`config.mk`:
```
export PLATFORM = sky130hd
export DESIGN_NAME = afc_flow_ctrl
export DESIGN_NICKNAME = d
export VERILOG_FILES = /design/src/shared/afc_pkg.sv /design/src/hdl/afc_delay.sv /design/src/hdl/afc_flow_ctrl.sv /design/src/hdl/afc_req_sel.sv
export SDC_FILE = /design/constraint.sdc
export NUM_CORES = 1
export LEC_CHECK = 0
export ABC_AREA = 1
export BUFFER_PORTS_ARGS = -buffer_cell sky130_fd_sc_hd__buf_2
export CAP_MARGIN = 40
export CORE_MARGIN = 4
export CORE_UTILIZATION = 45
export CTS_CLUSTER_DIAMETER = 80
export DETAILED_ROUTE_END_ITERATION = 8
export PLACE_DENSITY = 0.76
export SLEW_MARGIN = 20
export SYNTH_ARGS = -nofsm -noshare
export SYNTH_HDL_FRONTEND = slang
export SYNTH_SLANG_ARGS = --single-unit
```
`constraint.sdc`:
```
create_clock -name clk_i -period 1.3 [get_ports clk_i]
set_clock_uncertainty 0.15 [all_clocks]
set_input_delay 0.26 -clock clk_i [delete_from_list [all_inputs] [get_ports clk_i]]
set_output_delay 0.26 -clock clk_i [all_outputs]
set_load 0.05 [all_outputs]
```
`src/shared/afc_pkg.sv`:
```
// Package of constants and types for the conversion flow control block
// Notes on behaviour
// Each request bit from bus and/or interface
// Trigger mode: restart also sets trigger
// Trigger mode: requester never sends restart+trigger
// Trigger mode: list end returns to top
// Restart mode: restart, finish, then trigger
// Restart mode: restart+trigger sets trigger error
// Restart loads command from list top
// Accepted trigger starts a conversion sequence
// Abort ends conversion, sequence and list
// Abort with restart suppresses two errors
// Double buffer: load-ok with restart swaps lists
// Reset leaves converter disabled, bits cleared
// Access select: bus, interface, or both
// Abort bit self-clears once idle
// Restart bit self-clears when restart finished
// Abort-done flag with its own enable
// Ignore load-ok or trigger+abort without restart
package afc_pkg;
  // ---------------------------------------------------------------
  // Register byte addresses
  // ---------------------------------------------------------------
  localparam logic [7:0] AFC_CTRL_ADDR = 8'h00;
  localparam logic [7:0] AFC_FLOW_ADDR = 8'h04;
  localparam logic [7:0] AFC_STAT_ADDR = 8'h08;
  localparam logic [7:0] AFC_IFLG_ADDR = 8'h0C;
  localparam logic [7:0] AFC_IMSK_ADDR = 8'h10;
  // ---------------------------------------------------------------
  // Control register fields
  // ---------------------------------------------------------------
  localparam int AFC_CTRL_EN = 0;
  localparam int AFC_CTRL_TRGMODE = 1;
  localparam int AFC_CTRL_DBUF = 2;
  localparam int AFC_CTRL_ACC_LO = 4;
  localparam logic [31:0] AFC_CTRL_RST = 32'h0000_0000;
  // ---------------------------------------------------------------
  // Flow request bits (flow register and interface vector)
  // ---------------------------------------------------------------
  localparam int AFC_REQ_RST = 0;
  localparam int AFC_REQ_TRG = 1;
  localparam int AFC_REQ_ABT = 2;
  localparam int AFC_REQ_LIST_LOAD_OK = 3;
  // ---------------------------------------------------------------
  // Flag bits (status flag and mask registers)
  // ---------------------------------------------------------------
  localparam int AFC_F_TRGERR = 0;
  localparam int AFC_F_RSTERR = 1;
  localparam int AFC_F_LDERR = 2;
  localparam int AFC_F_ABTDONE = 3;
  localparam int AFC_F_FAIL = 4;
  localparam int AFC_NFLAG = 5;
  // ---------------------------------------------------------------
  // Access select encodings
  // ---------------------------------------------------------------
  localparam logic [1:0] AFC_ACC_NONE = 2'h0;
  localparam logic [1:0] AFC_ACC_BUS = 2'h1;
  localparam logic [1:0] AFC_ACC_IF = 2'h2;
  localparam logic [1:0] AFC_ACC_BOTH = 2'h3;
  // ---------------------------------------------------------------
  // Timing: restart and abort completion latency
  // ---------------------------------------------------------------
  localparam int AFC_CLK_MHZ = 10;
  localparam int AFC_DONE_NS = 300;
  localparam int AFC_DONE_CYC = (AFC_DONE_NS * AFC_CLK_MHZ + 999) / 1000;
  localparam logic [3:0] AFC_DONE_CNT = 4'(AFC_DONE_CYC);

  typedef enum logic [1:0] {
    AFC_IDLE,
    AFC_RUN,
    AFC_FAILED
  } afc_state_t;
endpackage
```
`src/hdl/afc_delay.sv`:
```
// Completion timer for restart and abort events
module afc_delay
  import afc_pkg::*;
(
  input wire logic clk_i,
  input wire logic rst_i,
  input wire logic start_i,
  output logic busy_o,
  output logic done_o
);
  logic [3:0] cnt_r;

  // Counts down a fixed latency after start
  always_ff @(posedge clk_i) begin
    if (rst_i) begin
      cnt_r <= 4'h0;
    end else if (start_i) begin
      cnt_r <= AFC_DONE_CNT;
    end else if (cnt_r != 4'h0) begin
      cnt_r <= cnt_r - 4'h1;
    end
  end

  assign busy_o = (cnt_r != 4'h0);
  assign done_o = (cnt_r == 4'h1);
endmodule

```
`src/hdl/afc_flow_ctrl.sv`:
```
// Conversion flow control block with Wishbone register slave
module afc_flow_ctrl
  import afc_pkg::*;
(
  input wire logic clk_i,
  input wire logic rst_i,
  input wire logic cyc_i,
  input wire logic stb_i,
  input wire logic we_i,
  input wire logic [7:0] adr_i,
  input wire logic [3:0] sel_i,
  input wire logic [31:0] dat_i,
  output logic [31:0] dat_o,
  output logic ack_o,
  input wire logic [3:0] if_req_i,
  input wire logic list_end_i,
  input wire logic conv_done_i,
  output logic seq_start_o,
  output logic load_top_o,
  output logic abort_o,
  output logic active_list_o,
  output logic busy_o,
  output logic irq_o
);
  // ---------------------------------------------------------------
  // Registers and nets
  // ---------------------------------------------------------------
  logic [31:0] ctrl_r;
  logic [3:0] flow_r;
  logic [AFC_NFLAG-1:0] flag_r;
  logic [AFC_NFLAG-1:0] mask_r;
  logic [3:0] ifreq_s1_r;
  logic [3:0] ifreq_s2_r;
  logic [3:0] ifreq_d_r;
  logic ack_r;
  logic [31:0] dat_r;
  logic list_r;
  logic top_r;
  logic seq_r;
  logic abort_r;
  logic start_r;
  afc_state_t state_r;
  afc_state_t state_nxt;
  logic [3:0] bus_req;
  logic [3:0] if_req;
  logic [3:0] req;
  logic [AFC_NFLAG-1:0] set_flag;
  logic wr_req;
  logic rd_req;
  logic en;
  logic trg_mode;
  logic rst_busy;
  logic rst_done;
  logic abt_busy;
  logic abt_done;
  logic new_rst;
  logic new_trg;
  logic new_abt;
  logic new_ld;
  logic trg_ok;

  // Byte lane merge for writes
  function automatic logic [31:0] merge(input logic [31:0] old,
                                        input logic [31:0] nw,
                                        input logic [3:0] sel);
    logic [31:0] res;
    res = old;
    for (int i = 0; i < 4; i++) begin
      if (sel[i]) begin
        res[i*8 +: 8] = nw[i*8 +: 8];
      end
    end
    return res;
  endfunction

  // ---------------------------------------------------------------
  // Bus slave: one wait state, ack drops after one cycle
  // ---------------------------------------------------------------
  assign wr_req = cyc_i && stb_i && we_i && !ack_r;
  assign rd_req = cyc_i && stb_i && !we_i && !ack_r;
  assign en = ctrl_r[AFC_CTRL_EN];
  assign trg_mode = ctrl_r[AFC_CTRL_TRGMODE];

  always_ff @(posedge clk_i) begin
    if (rst_i) begin
      ack_r <= 1'b0;
    end else begin
      ack_r <= cyc_i && stb_i && !ack_r;
    end
  end
  assign ack_o = ack_r;

  // Read data; unmapped addresses read zero
  always_ff @(posedge clk_i) begin
    if (rst_i) begin
      dat_r <= 32'h0000_0000;
    end else if (rd_req) begin
      case (adr_i)
        AFC_CTRL_ADDR: dat_r <= ctrl_r;
        AFC_FLOW_ADDR: dat_r <= {28'h0, flow_r};
        AFC_STAT_ADDR: dat_r <= {29'h0, list_r, seq_r, busy_o};
        AFC_IFLG_ADDR: dat_r <= {27'h0, flag_r};
        AFC_IMSK_ADDR: dat_r <= {27'h0, mask_r};
        default: dat_r <= 32'h0000_0000;
      endcase
    end
  end
  assign dat_o = dat_r;

  // Control register; converter comes up disabled
  always_ff @(posedge clk_i) begin
    if (rst_i) begin
      ctrl_r <= AFC_CTRL_RST;
    end else if (wr_req && adr_i == AFC_CTRL_ADDR) begin
      ctrl_r <= merge(ctrl_r, dat_i, sel_i) & 32'h0000_0037;
    end
  end

  // Interrupt mask
  always_ff @(posedge clk_i) begin
    if (rst_i) begin
      mask_r <= '0;
    end else if (wr_req && adr_i == AFC_IMSK_ADDR && sel_i[0]) begin
      mask_r <= dat_i[AFC_NFLAG-1:0];
    end
  end

  // ---------------------------------------------------------------
  // Request sources
  // ---------------------------------------------------------------
  // Interface requests treated as async: two-stage sync then edge
  always_ff @(posedge clk_i) begin
    if (rst_i) begin
      ifreq_s1_r <= 4'h0;
      ifreq_s2_r <= 4'h0;
      ifreq_d_r <= 4'h0;
    end else begin
      ifreq_s1_r <= if_req_i;
      ifreq_s2_r <= ifreq_s1_r;
      ifreq_d_r <= ifreq_s2_r;
    end
  end

  assign bus_req = (wr_req && adr_i == AFC_FLOW_ADDR && sel_i[0]) ?
                   dat_i[3:0] : 4'h0;
  assign if_req = ifreq_s2_r & ~ifreq_d_r;

  afc_req_sel u_sel (
    .acc_sel_i(ctrl_r[AFC_CTRL_ACC_LO +: 2]),
    .bus_req_i(bus_req),
    .if_req_i(if_req),
    .req_o(req)
  );

  // Requests only while enabled and not failed
  always_comb begin
    new_rst = 1'b0;
    new_trg = 1'b0;
    new_abt = 1'b0;
    new_ld = 1'b0;
    if (en && state_r != AFC_FAILED) begin
      new_rst = req[AFC_REQ_RST];
      new_abt = req[AFC_REQ_ABT];
      // Load-ok meaningful only with a restart
      new_ld = req[AFC_REQ_LIST_LOAD_OK] && req[AFC_REQ_RST];
      // Trigger plus abort without restart dropped
      new_trg = req[AFC_REQ_TRG] &&
                !(req[AFC_REQ_ABT] && !req[AFC_REQ_RST]);
    end
  end

  // ---------------------------------------------------------------
  // Event timers
  // ---------------------------------------------------------------
  afc_delay u_rst_tmr (
    .clk_i(clk_i),
    .rst_i(rst_i),
    .start_i(new_rst && !rst_busy),
    .busy_o(rst_busy),
    .done_o(rst_done)
  );

  afc_delay u_abt_tmr (
    .clk_i(clk_i),
    .rst_i(rst_i),
    .start_i(new_abt && !abt_busy),
    .busy_o(abt_busy),
    .done_o(abt_done)
  );

  // ---------------------------------------------------------------
  // Flow request bits, cleared by the block itself
  // ---------------------------------------------------------------
  always_ff @(posedge clk_i) begin
    if (rst_i) begin
      flow_r <= 4'h0;
    end else begin
      if (new_rst) begin
        flow_r[AFC_REQ_RST] <= 1'b1;
      end else if (rst_done) begin
        flow_r[AFC_REQ_RST] <= 1'b0;
      end
      if (new_abt) begin
        flow_r[AFC_REQ_ABT] <= 1'b1;
      end else if (abt_done) begin
        flow_r[AFC_REQ_ABT] <= 1'b0;
      end
      if (new_ld) begin
        flow_r[AFC_REQ_LIST_LOAD_OK] <= 1'b1;
      end else if (rst_done) begin
        flow_r[AFC_REQ_LIST_LOAD_OK] <= 1'b0;
      end
      // Trigger mode: restart sets trigger too
      if (new_trg || (new_rst && trg_mode)) begin
        flow_r[AFC_REQ_TRG] <= 1'b1;
      end else if (start_r) begin
        flow_r[AFC_REQ_TRG] <= 1'b0;
      end
    end
  end

  // Trigger accepted once no restart or abort pending
  assign trg_ok = flow_r[AFC_REQ_TRG] && !rst_busy && !abt_busy &&
                  !flow_r[AFC_REQ_RST] && state_r == AFC_IDLE;

  // ---------------------------------------------------------------
  // Sequence state
  // ---------------------------------------------------------------
  always_comb begin
    state_nxt = state_r;
    case (state_r)
      AFC_IDLE: begin
        if (trg_ok) begin
          state_nxt = AFC_RUN;
        end
      end
      AFC_RUN: begin
        if (new_abt || conv_done_i || list_end_i) begin
          state_nxt = AFC_IDLE;
        end
      end
      AFC_FAILED: state_nxt = AFC_FAILED;
      default: state_nxt = AFC_IDLE;
    endcase
    // Restart with trigger in trigger mode stops the converter
    if (trg_mode && new_rst && req[AFC_REQ_TRG]) begin
      state_nxt = AFC_FAILED;
    end
    if (!en) begin
      state_nxt = AFC_IDLE;
    end
  end

  always_ff @(posedge clk_i) begin
    if (rst_i) begin
      state_r <= AFC_IDLE;
    end else begin
      state_r <= state_nxt;
    end
  end

  // Start pulse, abort pulse, list-top load pulse
  always_ff @(posedge clk_i) begin
    if (rst_i) begin
      start_r <= 1'b0;
      abort_r <= 1'b0;
      top_r <= 1'b0;
      seq_r <= 1'b0;
    end else begin
      start_r <= (state_r == AFC_IDLE) && (state_nxt == AFC_RUN);
      abort_r <= new_abt;
      // Restart, or list end in trigger mode, rewinds the list
      top_r <= rst_done ||
               (trg_mode && list_end_i && state_r == AFC_RUN);
      seq_r <= (state_nxt == AFC_RUN);
    end
  end

  // Active list swaps on restart with load-ok in double buffer
  always_ff @(posedge clk_i) begin
    if (rst_i) begin
      list_r <= 1'b0;
    end else if (rst_done && flow_r[AFC_REQ_LIST_LOAD_OK] &&
                 ctrl_r[AFC_CTRL_DBUF]) begin
      list_r <= ~list_r;
    end
  end

  // ---------------------------------------------------------------
  // Sticky flags; hardware set wins over write-one clear
  // ---------------------------------------------------------------
  always_comb begin
    set_flag = '0;
    set_flag[AFC_F_TRGERR] = !trg_mode && new_rst &&
                             req[AFC_REQ_TRG];
    // Restart while running or restarting is an error unless abort comes too
    set_flag[AFC_F_RSTERR] = new_rst && !new_abt &&
                             (state_r == AFC_RUN || rst_busy);
    set_flag[AFC_F_LDERR] = new_ld && !new_abt &&
                            (state_r == AFC_RUN || rst_busy);
    set_flag[AFC_F_ABTDONE] = abt_done;
    set_flag[AFC_F_FAIL] = (state_nxt == AFC_FAILED) &&
                           (state_r != AFC_FAILED);
  end

  always_ff @(posedge clk_i) begin
    if (rst_i) begin
      flag_r <= '0;
    end else if (wr_req && adr_i == AFC_IFLG_ADDR && sel_i[0]) begin
      flag_r <= (flag_r & ~dat_i[AFC_NFLAG-1:0]) | set_flag;
    end else begin
      flag_r <= flag_r | set_flag;
    end
  end

  // Level interrupt from unmasked flags
  assign irq_o = |(flag_r & mask_r);

  assign seq_start_o = start_r;
  assign load_top_o = top_r;
  assign abort_o = abort_r;
  assign active_list_o = list_r;
  assign busy_o = (state_r == AFC_RUN) || rst_busy || abt_busy;
endmodule

```
`src/hdl/afc_req_sel.sv`:
```
// Request source selector: merges bus and interface requests
module afc_req_sel
  import afc_pkg::*;
(
  input wire logic [1:0] acc_sel_i,
  input wire logic [3:0] bus_req_i,
  input wire logic [3:0] if_req_i,
  output logic [3:0] req_o
);
  // Each source gated by its own access enable
  always_comb begin
    req_o = 4'h0;
    if (acc_sel_i == AFC_ACC_BUS || acc_sel_i == AFC_ACC_BOTH) begin
      req_o = req_o | bus_req_i;
    end
    if (acc_sel_i == AFC_ACC_IF || acc_sel_i == AFC_ACC_BOTH) begin
      req_o = req_o | if_req_i;
    end
  end
endmodule

```
==> summary by stage <==
Setup path
The kind of capture point of the worst setup path is an output pin. On the worst path, the slowest cell contributes a delay of 0.33 ns. At the worst endpoint, the required time is just under 0.9 ns. The cell family contributing the most delay on the critical path is flip-flops. In this run the worst path has a maximum fanout of 2. STA classifies the critical path startpoint as a register. The combined buffer and inverter count along the critical path is 2. The class of the most critical setup path is register to output pin. STA puts the critical path data arrival time at about 1.3 ns. The standard cell with the maximum stage delay on the critical path is sky130_fd_sc_hd__dfxtp_2.

Traced cell by cell, the critical path runs through inv_2 > ha_4 > nand2_4 > nor2_4 > nand2_8 > buf_8.

Finish
The finished cells cover 4090 sq um. The post-layout net count is between 500 and 600. The number of filler instances in the final layout is ~380. Across the whole layout, storage elements account for 1080 sq um.

The multi-input logic area is approximately 1800 sq um. The fraction of the core area covered by cells at the end of the flow is 0.734. The fraction of layout instances using a drive strength above 1 is 0.488. The repair_antennas step left the layout with diodes totalling 0. Relative to the synthesized area, the layout overhead comes to 57.0%. After the flow finishes, the layout carries non-filler instances totaling 535.

Place
The post-detailed-placement half-perimeter wirelength is roughly 4900 um. The global placement routability congestion is approximately 0.86. Input and output buffers added on the ports amount to 38. The placed cell area is 3270 sq um. The number of cells in the design after placement is 510.

Drt
The detail route stage leaves a number of antenna-violating nets equal to 0. The routed length per instance is 14.3 um. The final route contains approximately 2700 vias. The first-pass iteration count of the detailed router is 4.

The final routed DRC violation total is 0. The via count normalized by instance count is slightly above 5. In this run, the number of DRC markers left after iteration 0 of detailed routing was 176. The routed design has 7640 um of wire.

Power and ir drop
The analysis attributes to cell leakage a power of 1.83 nW. The fraction of power spent switching nets is 0.373. The power density over cell area is 1480 nW/um^2. The internal power of the cells is roughly 3.8 mW. VDD sags by at most 0.976 mV. Of the total power, registers draw 0.316. The total chip power is approximately 6.0 mW. The combinational group share of total power is 0.488. The relative contribution of the clock network to total power is 0.196. The reported net switching power is roughly 2.3 mW.

Timing
The total count of max-transition violations in the final report is 0. For the finished layout, the period the worst path requires is approximately 1.7 ns. The final worst hold slack is 0.00661 ns. The hold violation total from the final report is 0. Setup violations remaining at the end of the flow were counted as 37.

The share of the cycle needed by the critical path after routing is 1.30. Setup repair after global routing could not meet its margin everywhere. The maximum clock rate is a little under 600 MHz. The worst path setup slack after routing is -0.390 ns.

Yosys
Of the post-synthesis cell area, the dominant cell type holds 0.407. The count of synthesis-stage warnings from yosys is 0. The library cell occupying the most area in the post-synthesis netlist is sky130_fd_sc_hd__dfxtp_1. For this run, asynchronously set or reset flops after synthesis account for 0. The most common cell in the synthesized netlist is sky130_fd_sc_hd__nand2_1. Sorting the synthesized cells by area gives the leading types as sky130_fd_sc_hd__dfxtp_1 41%, sky130_fd_sc_hd__nand2_1 9.2%, sky130_fd_sc_hd__nor2_1 7.6%, sky130_fd_sc_hd__buf_4 7.5%, sky130_fd_sc_hd__inv_1 5.6%.

Counting flops and latches in the post-synthesis netlist gives 53. The number of synthesized flops with an enable pin is 0. The count of distinct cell types in the synthesized netlist is 31. For this run, the register share of the synthesized area comes to 0.407.

Synthesis produced a netlist whose cell count is about 350. The synthesized cell area is 2610 sq um. The synthesized area per cell is 7.37 sq um.

The commonest cells after synthesis are 64 x sky130_fd_sc_hd__nand2_1, 53 x sky130_fd_sc_hd__dfxtp_1, 53 x sky130_fd_sc_hd__nor2_1. The dominant synthesized flop cell is sky130_fd_sc_hd__dfxtp_1.

Global routing
For met1 alone, demand over resource in global routing was 0.244. The residual overflow from global routing is 0. The most used routing layer is met2. The maximum number of pins on one net before global-route repair is 31. The number of antenna violations at the first check in global routing is 0. For this run, global-route usage on met2 was measured as 0.347.

The via count of the first global-routing pass is 2579. For met3 alone, demand over resource in global routing was 0.0503. For this run, the total global-route usage over all layers was measured as 0.203. The first global-routing pass estimated 11800 um of wire.

Clock tree
The H-tree level count is 2. TritonCTS built the clock tree. The clock net in this run drives a total of 53 sinks. The clock-pin slew on the worst setup and hold paths is 0.09 ns. The buffer levels on the longest clock path is 2. The clock latency reported for the late side of the worst-skew pair is just over 0.3 ns. The cell sitting at the root of the clock tree is a sky130_fd_sc_hd__clkbuf_8. Counting the buffers created by CTS gives 5.

Run
The tool flagged a number of max-cap violations equal to 0.

Die
The floorplan step defined a die boundary enclosing 7080 sq um. The floorplan has 27 rows. The die span in x is 84.1 um. 94 I/O pins were placed. The total core area is 5570 sq um. The starting density of the core is 0.468.

Measured along the y axis, the die boundary spans around 84 um.

Min path
The path class of the tightest hold or removal check is input pin to register.

Status
The final reports fail on setup timing. The run finished, with violations left.
per-stage QoR:
stage                     setup TNS (ns)  setup WS (ns)
after detailed placement           -9.44         -0.380
final                              -7.54         -0.390
after global routing              -10.29         -0.439
after global placement             -7.61         -0.303
after CTS                          -5.82         -0.386
after floorplan                    -3.81         -0.277
layout by cell type, fill, tap and decap left out, types with 3 or more instances in the layout:
cell type	count
sky130_fd_sc_hd__buf_4	50
sky130_fd_sc_hd__nand2_1	48
sky130_fd_sc_hd__dfxtp_1	43
sky130_fd_sc_hd__nor2_1	40
sky130_fd_sc_hd__inv_1	30
sky130_fd_sc_hd__conb_1	26
sky130_fd_sc_hd__buf_6	25
sky130_fd_sc_hd__buf_2	25
sky130_fd_sc_hd__nand3_1	13
sky130_fd_sc_hd__a21oi_1	12
sky130_fd_sc_hd__nor2_2	10
sky130_fd_sc_hd__nand2_2	10
sky130_fd_sc_hd__o21ai_2	10
sky130_fd_sc_hd__nor2_4	9
sky130_fd_sc_hd__a21oi_2	9
sky130_fd_sc_hd__dfxtp_2	9
sky130_fd_sc_hd__inv_2	8
sky130_fd_sc_hd__nand2_4	8
sky130_fd_sc_hd__nand3_2	8
sky130_fd_sc_hd__nand3_4	7
sky130_fd_sc_hd__o21ai_1	6
sky130_fd_sc_hd__clkbuf_8	6
sky130_fd_sc_hd__nand3b_1	4
sky130_fd_sc_hd__nor4_4	4
sky130_fd_sc_hd__nor3_1	4
sky130_fd_sc_hd__inv_4	3
sky130_fd_sc_hd__nand2_8	3
sky130_fd_sc_hd__ha_4	3
sky130_fd_sc_hd__dlygate4sd3_1	3
sky130_fd_sc_hd__buf_8	3
worst paths after layout:
| check | start | endpoint | slack (ns) | cells after the start |
|---|---|---|---|---|
| worst max-delay path | u_rst_tmr.cnt_r[0]$_SDFFE_PP0P_ | busy_o | -0.39 | 6 |
| worst min-delay path | if_req_i[2] | ifreq_s1_r[2]$_SDFF_PP0_ | 0.007 | 3 |
| worst max register to register | ack_o$_SDFF_PP0_ | seq_start_o$_SDFF_PP0_ | -0.33 | 8 |
| worst min register to register | ifreq_s1_r[0]$_SDFF_PP0_ | ifreq_s2_r[0]$_SDFF_PP0_ | 0.26 | 2 |
timing repair:
item	4_1_cts	5_1_grt
endpoints found under the hold margin	3	0
pin swaps	31	35
setup endpoints to repair	48	47
setup buffers	13	9
gates resized for setup	85	82
hold buffers	3	0
gates cloned	1	0
layer usage:
metal,part of all wire,wire length [um],vias to the layer above
li1,-,-,1288
met1,0.38,2940,1246
met2,0.51,3900,125
met3,0.074,563,31
met4,0.032,244,0
met5,0,0,-
cell families after synthesis:
logic type,share of synthesized area
AO/OA/AOI/OAI,0.0936
XOR/XNOR,0.00672
adder cells (fa/ha/maj),0.0288
buffers and inverters,0.144
flip-flops,0.407
other,0.00144
AND/OR/NAND/NOR,0.319
layout make-up:
cell class                      count  share of cell area
Multi-Input combinational cell    252               0.430
Timing Repair Buffer              107               0.211
Tap cell                           72              0.0220
Clock inverter                      2             0.00917
Clock buffer                        6              0.0202
Inverter                           43              0.0443
Sequential cell                    53               0.263
state kept, by name (all words and copies together) (netlist names):
signal           count
dat_o                6
ctrl_r               5
flag_r               5
mask_r               5
flow_r               4
ifreq_d_r            4
ifreq_s1_r           4
ifreq_s2_r           4
u_abt_tmr.cnt_r      4
u_rst_tmr.cnt_r      4
state_r              2
abort_o              1
ack_o                1
active_list_o        1
load_top_o           1
seq_r                1
seq_start_o          1
power by group through the flow:
| stage | Combinational (mW) | Sequential (mW) | Clock (mW) |
|---|---|---|---|
| floorplan | 1.22 | 1.97 | 0 |
| global placement | 1.89 | 1.90 | 0 |
| detailed placement | 1.96 | 1.91 | 0 |
| CTS | 2.45 | 1.88 | 1.19 |
| global route | 3.16 | 1.92 | 1.27 |
| finish | 2.95 | 1.91 | 1.18 |
tightest hold or removal path: stages:
cell and delay [ns]:
sky130_fd_sc_hd__buf_2 0.07, sky130_fd_sc_hd__inv_1 0.03, sky130_fd_sc_hd__nor2_1 0.07
Note: power is estimated with default switching activity, not from simulation.
